$ cat config.mk
export PLATFORM = sky130hd
export DESIGN_NAME = cms_mailbox_locks
export DESIGN_NICKNAME = d
export VERILOG_FILES = /design/src/pkg/cms_pkg.sv /design/src/hw/cms_mailbox_locks.sv
export SDC_FILE = /design/constraint.sdc
export NUM_CORES = 1
export LEC_CHECK = 0
export ABC_AREA = 1
export BUFFER_PORTS_ARGS = -buffer_cell sky130_fd_sc_hd__buf_2
export CAP_MARGIN = 10
export CELL_PAD_IN_SITES_DETAIL_PLACEMENT = 0
export CELL_PAD_IN_SITES_GLOBAL_PLACEMENT = 1
export CORE_MARGIN = 8
export CORE_UTILIZATION = 35
export CTS_CLUSTER_DIAMETER = 80
export CTS_CLUSTER_SIZE = 28
export DETAILED_ROUTE_END_ITERATION = 7
export PLACE_DENSITY_LB_ADDON = 0.1
export SYNTH_ARGS = -nofsm -noshare
export SYNTH_HDL_FRONTEND = slang
export SYNTH_SLANG_ARGS = --single-unit
$ cat constraint.sdc
create_clock -name i_clock -period 4.1 [get_ports i_clock]
set_input_delay 0 -clock i_clock [delete_from_list [all_inputs] [get_ports i_clock]]
set_output_delay 0 -clock i_clock [all_outputs]
set_load 0.02 [all_outputs]
$ cat src/pkg/cms_pkg.sv
// shared constants for the mailbox and lock block
package cms_pkg;

	// register port geometry
	localparam int ADDR_W = 8;
	localparam int DATA_W = 32;
	localparam int LOCK_N = 2;
	localparam int SRC_W = 2;
	localparam int HOLDER_W = 3;

	// register byte offsets
	localparam logic [7:0] OFS_MBOX_SET = 8'h00;
	localparam logic [7:0] OFS_MBOX_BIT_CLEAR_PORT = 8'h04;
	localparam logic [7:0] OFS_MBOX = 8'h08;
	localparam logic [7:0] OFS_LOCK_IRQ_CONFIG = 8'h0C;
	localparam logic [7:0] OFS_LOCK0_TAKE = 8'h10;
	localparam logic [7:0] OFS_LOCK1_TAKE = 8'h14;
	localparam logic [7:0] OFS_LOCK0_HOLDER = 8'h18;
	localparam logic [7:0] OFS_LOCK1_HOLDER = 8'h1C;
	localparam logic [7:0] OFS_IRQ_MANUAL_TRIGGER = 8'h20;
	localparam logic [7:0] OFS_IRQ_ROUTE = 8'h24;

	// field positions
	localparam int TAKE_BIT = 0;
	localparam int POL_BIT0 = 0;
	localparam int FORCE_BIT0 = 0;
	localparam int ROUTE_BIT0 = 0;

	// reset values
	localparam logic [31:0] MBOX_RST = 32'h0000_0000;
	localparam logic [2:0] HOLDER_FREE = 3'h0;
	localparam logic [1:0] POL_RST = 2'h0;
	localparam logic [1:0] FORCE_RST = 2'h0;
	localparam logic [1:0] ROUTE_RST = 2'h0;

	// access source identities
	localparam logic [1:0] SRC_LOCAL_CPU = 2'h0;
	localparam logic [1:0] SRC_PARALLEL_HOST = 2'h1;
	localparam logic [1:0] SRC_SERIAL_HOST = 2'h2;
	localparam logic [1:0] SRC_MGMT_SERIAL = 2'h3;

	// holder codes
	localparam logic [2:0] HOLDER_LOCAL_CPU = 3'h1;
	localparam logic [2:0] HOLDER_PARALLEL_HOST = 3'h2;
	localparam logic [2:0] HOLDER_SERIAL_HOST = 3'h3;
	localparam logic [2:0] HOLDER_MGMT_SERIAL = 3'h4;

	// read state of the data return path
	typedef enum logic [0:0] {
		CMS_IDLE,
		CMS_ANSWER
	} cms_rd_type;

endpackage

$ cat src/hw/cms_mailbox_locks.sv
// Our own choices: the plain strobed port and the register offsets.
`timescale 1ns/100ps
module cms_mailbox_locks (
	// clock and reset
	input wire logic i_clock,
	input wire logic i_rst,
	// register port
	input wire logic [7:0] i_addr,
	input wire logic [31:0] i_wdata,
	input wire logic i_wr,
	input wire logic i_rd,
	input wire logic [1:0] i_src,
	output logic [31:0] o_rdata,
	// soft interrupts toward the local processor
	output logic [1:0] o_cpu_irq,
	// soft interrupts toward the external interrupt pins
	output logic [1:0] o_ext_irq
);

	// mailbox word
	logic [31:0] mbox;
	// per-lock holder code, zero when free
	logic [2:0] holder [0:1];
	// interrupt polarity, one bit per lock
	logic [1:0] lock_irq_polarity;
	// manual trigger levels, one per soft interrupt
	logic [1:0] irq_manual_trigger;
	// route select, 0 local, 1 external
	logic [1:0] irq_route;
	// read data return state
	cms_pkg::cms_rd_type rd_state;
	// combinational read mux result
	logic [31:0] next_rdata;
	// holder code for the current requester
	logic [2:0] src_holder;
	// per-lock take and release strobes
	logic [1:0] take_hit;
	logic [1:0] rel_hit;
	// per-lock free flag
	logic [1:0] lock_free;
	// raw soft interrupt levels
	logic [1:0] soft_level;

	// map access source to a holder code
	always_comb begin
		// each of the four access sources maps to its own holder code
		case (i_src)
			cms_pkg::SRC_LOCAL_CPU: begin
				src_holder = cms_pkg::HOLDER_LOCAL_CPU;
			end
			cms_pkg::SRC_PARALLEL_HOST: begin
				src_holder = cms_pkg::HOLDER_PARALLEL_HOST;
			end
			cms_pkg::SRC_SERIAL_HOST: begin
				src_holder = cms_pkg::HOLDER_SERIAL_HOST;
			end
			cms_pkg::SRC_MGMT_SERIAL: begin
				src_holder = cms_pkg::HOLDER_MGMT_SERIAL;
			end
			default: begin
				src_holder = cms_pkg::HOLDER_FREE;
			end
		endcase
	end

	// mailbox update: full write, masked set, masked clear
	always_ff @(posedge i_clock or posedge i_rst) begin
		if (i_rst) begin
			mbox <= cms_pkg::MBOX_RST;
		end else if (i_wr) begin
			case (i_addr)
				cms_pkg::OFS_MBOX: begin
					mbox <= i_wdata;
				end
				cms_pkg::OFS_MBOX_SET: begin
					mbox <= mbox | i_wdata;
				end
				cms_pkg::OFS_MBOX_BIT_CLEAR_PORT: begin
					mbox <= mbox & ~i_wdata;
				end
				default: begin
					mbox <= mbox;
				end
			endcase
		end
	end

	// per-lock logic, one copy per lock
	genvar g;
	generate
		for (g = 0; g < cms_pkg::LOCK_N; g = g + 1) begin : g_lock
			// this lock's take field offset
			localparam logic [7:0] TAKE_OFS = cms_pkg::OFS_LOCK0_TAKE + 8'(4 * g);

			// decode take read and release write for this lock only
			assign take_hit[g] = i_rd && (i_addr == TAKE_OFS);
			assign rel_hit[g] = i_wr && (i_addr == TAKE_OFS) &&
				i_wdata[cms_pkg::TAKE_BIT];
			assign lock_free[g] = (holder[g] == cms_pkg::HOLDER_FREE);

			// holder register: take on free read, release on write of 1
			always_ff @(posedge i_clock or posedge i_rst) begin
				if (i_rst) begin
					holder[g] <= cms_pkg::HOLDER_FREE;
				end else if (rel_hit[g]) begin
					// release accepted from any source
					holder[g] <= cms_pkg::HOLDER_FREE;
				end else if (take_hit[g] && lock_free[g]) begin
					// free lock: reader becomes holder
					holder[g] <= src_holder;
				end else begin
					// held lock: ownership untouched
					holder[g] <= holder[g];
				end
			end

			// raw interrupt level from state and polarity
			always_comb begin
				if (lock_irq_polarity[g]) begin
					soft_level[g] = !lock_free[g];
				end else begin
					soft_level[g] = lock_free[g];
				end
			end

			// routed and forced interrupt outputs, registered
			always_ff @(posedge i_clock or posedge i_rst) begin
				if (i_rst) begin
					o_cpu_irq[g] <= 1'b0;
					o_ext_irq[g] <= 1'b0;
				end else begin
					// lock g feeds soft interrupt g only
					o_cpu_irq[g] <= !irq_route[g] &&
						(soft_level[g] || irq_manual_trigger[g]);
					o_ext_irq[g] <= irq_route[g] &&
						(soft_level[g] || irq_manual_trigger[g]);
				end
			end
		end
	endgenerate

	// configuration registers written by software
	always_ff @(posedge i_clock or posedge i_rst) begin
		if (i_rst) begin
			lock_irq_polarity <= cms_pkg::POL_RST;
			irq_manual_trigger <= cms_pkg::FORCE_RST;
			irq_route <= cms_pkg::ROUTE_RST;
		end else if (i_wr) begin
			// polarity select
			if (i_addr == cms_pkg::OFS_LOCK_IRQ_CONFIG) begin
				lock_irq_polarity <= i_wdata[cms_pkg::POL_BIT0 +: 2];
			end
			// manual trigger levels
			if (i_addr == cms_pkg::OFS_IRQ_MANUAL_TRIGGER) begin
				irq_manual_trigger <= i_wdata[cms_pkg::FORCE_BIT0 +: 2];
			end
			// route select
			if (i_addr == cms_pkg::OFS_IRQ_ROUTE) begin
				irq_route <= i_wdata[cms_pkg::ROUTE_BIT0 +: 2];
			end
		end
	end

	// read mux, sampled against state before this cycle's update
	always_comb begin
		next_rdata = 32'h0000_0000;
		case (i_addr)
			cms_pkg::OFS_MBOX, cms_pkg::OFS_MBOX_SET,
			cms_pkg::OFS_MBOX_BIT_CLEAR_PORT: begin
				// every mailbox port reads back the word
				next_rdata = mbox;
			end
			cms_pkg::OFS_LOCK_IRQ_CONFIG: begin
				next_rdata = {30'h0000_0000, lock_irq_polarity};
			end
			cms_pkg::OFS_LOCK0_TAKE: begin
				// one for a read of a free lock, which takes it unless a release writes in the same cycle
				next_rdata = {31'h0000_0000, lock_free[0]};
			end
			cms_pkg::OFS_LOCK1_TAKE: begin
				next_rdata = {31'h0000_0000, lock_free[1]};
			end
			cms_pkg::OFS_LOCK0_HOLDER: begin
				next_rdata = {29'h0000_0000, holder[0]};
			end
			cms_pkg::OFS_LOCK1_HOLDER: begin
				next_rdata = {29'h0000_0000, holder[1]};
			end
			cms_pkg::OFS_IRQ_MANUAL_TRIGGER: begin
				next_rdata = {30'h0000_0000, irq_manual_trigger};
			end
			cms_pkg::OFS_IRQ_ROUTE: begin
				next_rdata = {30'h0000_0000, irq_route};
			end
			default: begin
				// unmapped offsets read zero
				next_rdata = 32'h0000_0000;
			end
		endcase
	end

	// read data stands one cycle after the strobe and only then
	always_ff @(posedge i_clock or posedge i_rst) begin
		if (i_rst) begin
			o_rdata <= 32'h0000_0000;
			rd_state <= cms_pkg::CMS_IDLE;
		end else begin
			case (rd_state)
				cms_pkg::CMS_IDLE: begin
					if (i_rd) begin
						o_rdata <= next_rdata;
						rd_state <= cms_pkg::CMS_ANSWER;
					end else begin
						o_rdata <= 32'h0000_0000;
					end
				end
				cms_pkg::CMS_ANSWER: begin
					// back-to-back reads keep answering
					if (i_rd) begin
						o_rdata <= next_rdata;
					end else begin
						o_rdata <= 32'h0000_0000;
						rd_state <= cms_pkg::CMS_IDLE;
					end
				end
				default: begin
					o_rdata <= 32'h0000_0000;
					rd_state <= cms_pkg::CMS_IDLE;
				end
			endcase
		end
	end

endmodule

# After elaboration in Yosys (flattened, before gate mapping)
# Index checks and enable logic that the tools add are counted.
dict set report totals {
  mem_bits_rw 0
  mem_count 0
  regBits 80
  input_bits 46
  latch_bits 0
  romBits 0
  word_cells 66
}
dict set report op_classes {
  n_eq_ne 12
  add_sub_neg 0
  n_mux 10
  shift 0
  n_reduce_logical 30
  n_mul 0
  order_cmp 0
  bitwise_logic 3
  div 0
}
# operator count
set op_table {}
lappend op_table {{one-hot mux 32 bit (8 select lines)} 1}
lappend op_table {{one-hot mux 32 bit (3 select lines)} 1}
lappend op_table {{AND 32 bit} 1}
lappend op_table {{== test 8 x 5 -> 1 bit, second input constant} 4}
lappend op_table {{two-way mux 32 bit} 1}
lappend op_table {{NOT 32 bit} 1}
lappend op_table {{OR 32 bit} 1}
lappend op_table {{== test 8 x 4 -> 1 bit, second input constant} 2}
lappend op_table {{== test 8 x 6 -> 1 bit, second input constant} 2}
lappend op_table {{logical AND 1 bit} 12}
lappend op_table {{two-way mux 3 bit} 4}
lappend op_table {{one-hot mux 3 bit (4 select lines)} 1}
lappend op_table {{== test 8 x 3 -> 1 bit, second input constant} 1}
lappend op_table {{logical NOT 8 bit} 1}
lappend op_table {{AND reduction 2 bit} 4}
lappend op_table {{logical NOT 3 bit} 2}
lappend op_table {{== test 2 bit, second input constant} 2}
lappend op_table {{logical NOT 1 bit} 4}
lappend op_table {{nonzero test 2 bit} 2}
lappend op_table {{nonzero test 3 bit} 1}
lappend op_table {{OR reduction 3 bit} 1}
lappend op_table {{== test 2 x 1 -> 1 bit, second input constant} 1}
lappend op_table {{logical NOT 2 bit} 1}
lappend op_table {{logical OR 1 bit} 2}
lappend op_table {{two-way mux 1 bit} 2}

# Longest topological paths before layout
dict set report depth {
  word_depth 5
  ltp_mapped 8
}

# Worst setup path before layout
# Ideal clock, no wire load.
dict set report synth_path {
  kind {reg-to-reg}
  from {register holder[3] (netlist bit)}
  to {register holder[3] (netlist bit)}
  path_stages_with_launch 6
  n_path_buf 0
  path_slack_ps 2965
  arrival_ps 1058
  required_time_ps 4023
  period_less_slack_ps 1135
  path_cell_list {dfrtp_1 -> nor3_1 -> nand3_1 -> nor2_1 -> nand2_1 -> a21oi_1}
}
dict set report synth_between {
  elab_chain_len 3
}
# element line_no
set synth_lines {}
lappend synth_lines {{start, declared} cms_mailbox_locks.sv:23} ;# logic [2:0] holder [0:1];
lappend synth_lines {{start signal, assigned by index} cms_mailbox_locks.sv:104} ;# holder[g] <= cms_pkg::HOLDER_FREE;
lappend synth_lines {{start signal, assigned by index} cms_mailbox_locks.sv:107} ;# holder[g] <= cms_pkg::HOLDER_FREE;
lappend synth_lines {{start signal, assigned by index} cms_mailbox_locks.sv:110} ;# holder[g] <= src_holder;
lappend synth_lines {{logical NOT 3 bit} cms_mailbox_locks.sv:99} ;# assign lock_free[g] = (holder[g] == cms_pkg::HOLDER_FREE);
lappend synth_lines {{logical AND 1 bit} cms_mailbox_locks.sv:108} ;# end else if (take_hit[g] && lock_free[g]) begin
lappend synth_lines {{nonzero test 2 bit (no source line)} -}
# Every way passes these cells.
# A chain may end at the register's enable or synchronous reset.

# Final worst setup path
dict set report layout_path {
  from {register holder[0] (netlist bit)}
  to {register holder[0] (netlist bit)}
}
# The elaborated chain is that of the path after synthesis.

==> reports/results.ini <==
[run_status]
status = finished, final reports clean

[timing]
slew_headroom_pct = 41.8
hold_violations = 0
rsz0062_at_grt = false
hold-worst-slack_ns = 0.0701
tns_ns = 0
slew_violations = 0
clock_skew_ns = 0.0129
fin_ws_ns = 2.64
worst_slew_pin_slew_ns = 0.872
period_share_pct = 35.5
fmax_mhz = 687
finalCriticalPeriod_ns = 1.46
final-setup-viol-count = 0

[critical_path]
cp_max_fo = 3
worstSetupPathType = flip-flop to flip-flop
cp.required_ns = 4.36
crit_path_start_kind = flip-flop
worstSetupEndpointType = flip-flop
worstPathArrival_ns = 1.72

[cts]
insertion_delay_ns = 0.34
cts_made_buffers = 9
htree_levels = 3
clock_path_buffers = 2
clock-sinks = 80
cts_tree = yes
cts_resized = 0
root_buffer = clkbuf_8
cts.clk_slew.worst_paths_ns = 0.08

[power]
powerDensity_nw_per_um2 = 379
peakVddDrop_mv = 0.176
p_leak_nw = 2.58

[global_routing]
grt_pass1_vias = 3095
grt_max_degree = 50
grt_use_total_pct = 14.0
grt_pass1_wl_um = 15000
grt-ovfl-total = 0
antenna_found_initial = 0

[synth]
syn_area_um2 = 3550
yosysWarnings = 0
netlist_instances = 414
synth_top_area_share_pct = 56.4
ys_seq_elements = 80
synth_area_leader_cell = dfrtp_1
synth_fp_nets = 463
syn_avg_cell_area_um2 = 8.57
seq_area_frac_synth_pct = 56.4
synth_area_leaders = dfrtp_1 (56%), inv_1 (9.3%), nand2_1 (6.9%), a21oi_1 (5.8%), nor3_1 (4.4%)
synth.distinct_cells = 24

[drt]
drt_wl_total_um = 9000
drt-initial-drc-count = 148
vias_per_cell = 4.43
drc = 0
wire_per_inst_um = 13.5
firstDrtPassIters = 4
vias = 2948
ant_nets = 0

[layout]
final_area_um2 = 4640
stdcell_count = 665
syn2layout_area_growth_pct = 30.9
final_nets = 577
antenna_cells = 0
drive_above_1_share_pct = 21.1
nFillCells = 982

[place]
place_area_um2 = 4050
dp_slack_ns = 2.29
dp_hpwl_um = 6020
place_congestion = 0.750
place_inst = 615
io_buffers = 81

[floorplanning]
fp.dieH_um = 117
start_util_pct = 36.1
pin_count = 82
core_um2 = 9820
fp.dieW_um = 117
die_area_um2 = 13600
rows = 36

[hold_path]
hold_path.class = input port to flip-flop

[run]
drv_cap = 0

==> power by group <==
group	switching [mW]	total [mW]	internal, mW	leakage [nW]
sequential	0.0205	0.872	0.852	0.965
clock	0.289	0.692	0.403	0.117
combinational	0.113	0.195	0.0819	1.50
==> final cells by class <==
type | instances | area, µm² | area share, %
inverter | 90 | 339 | 7.30
multi-input combinational | 229 | 1120 | 24.1
clock buffer | 10 | 128 | 2.75
tap | 133 | 166 | 3.58
timing repair buffer | 118 | 788 | 17.0
sequential | 80 | 2000 | 43.1
clock inverter | 5 | 104 | 2.24
==> cells by family (layout without fill, tap and decap cells) <==
kind of cell	after synthesis	after routing	share of synthesized area [%]
compound gates	82	82	11.6
buf+inv	105	223	12.1
simple gates	144	144	18.8
flops	80	80	56.4
fa+ha+maj	3	3	1.06
==> timing repair <==
| action | in CTS | in global routing |
|---|---|---|
| hold buffers | 34 | 0 |
| hold endpoints to repair | 81 | 0 |
| endpoints found under the setup margin | 0 | 0 |
| buffers inserted | 0 | 0 |
==> cell usage after synthesis <==
cell type and n:
inv_1 88, dfrtp_1 80, nand2_1 65, a21oi_1 41, nor3_1 31, o21ai_1 30
nor2_1 18, nand3_1 17, o21ai_0 10, buf_2 9, buf_6 3, clkbuf_1 3
ha_1 3, nand2_2 3, or2_2 3, nor2_2 2, clkinv_1 1, inv_2 1
nand2_4 1, nand4_1 1, nor2_4 1, nor2_8 1, nor3_4 1, o211ai_1 1
==> sequential cells by signal, summed over array words and instances (netlist names) <==
name	cells
irq_route	2
o_rdata	32
lock_irq_polarity	2
o_ext_irq	2
o_cpu_irq	2
irq_manual_trigger	2
mbox	32
holder	6
==> critical path: stages, from the launching register on <==
cell	delay, ns
dfrtp_1	0.40
nor3_1	0.37
nand3_1	0.23
nor2_2	0.17
nand2_1	0.08
a21oi_1	0.13
==> final timing paths <==
kind                                          start                           endpoint  slack [ns]  cells after the start
min in group asynchronous                     i_rst              o_rdata[17]$_DFF_PP0_        0.35                      3
max in group asynchronous                     i_rst  irq_manual_trigger[1]$_DFFE_PP0P_        2.82                      4
setup reg to reg              holder[0]$_DFFE_PP0P_              holder[0]$_DFFE_PP0P_        2.64                      5
hold reg to reg            irq_route[1]$_DFFE_PP0P_             o_cpu_irq[1]$_DFF_PP0_        0.49                      1
hold / removal                                 i_wr           irq_route[0]$_DFFE_PP0P_        0.07                      3
setup / recovery              holder[0]$_DFFE_PP0P_              holder[0]$_DFFE_PP0P_        2.64                      5
==> per-layer routing <==
| metal | part of all wire [%] | up-vias | GRT usage [%] |
|---|---|---|---|
| met5 | 0 | - | 0 |
| met4 | 1.1 | 0 | 4.86 |
| met2 | 48 | 63 | 23.3 |
| li1 | - | 1506 | - |
| met1 | 45 | 1370 | 17.8 |
| met3 | 5.5 | 9 | 2.84 |
==> placed cells by master, fill, tap and decap left out <==
cell,netlist,final
o211ai_1,1,1
buf_16,0,1
dlygate4sd3_1,0,34
nand3_1,17,17
ha_1,3,3
nand2_2,3,3
clkinv_2,0,2
nor2_2,2,2
nor3_4,1,1
clkbuf_1,3,1
o21ai_1,30,30
inv_6,0,1
inv_2,1,1
clkinv_1,1,1
inv_1,88,87
nor2_1,18,18
bufinv_16,0,3
nand2_1,65,65
nand2_4,1,1
o21ai_0,10,10
nand4_1,1,1
a21oi_1,41,41
buf_2,9,81
nor2_4,1,1
clkbuf_8,0,9
or2_2,3,3
buf_4,0,2
nor3_1,31,31
dfrtp_1,80,80
nor2_8,1,1
==> stage by stage <==
step / power, mW / util [%]
floorplan: 0.991 / -
global placement: 1.05 / 41.2
detailed placement: 1.06 / 41.2
CTS: 1.78 / 47.0
global route: 1.84 / 47.3
finish: 1.76 / 47.3
Note: power is estimated with default switching activity, not from simulation.
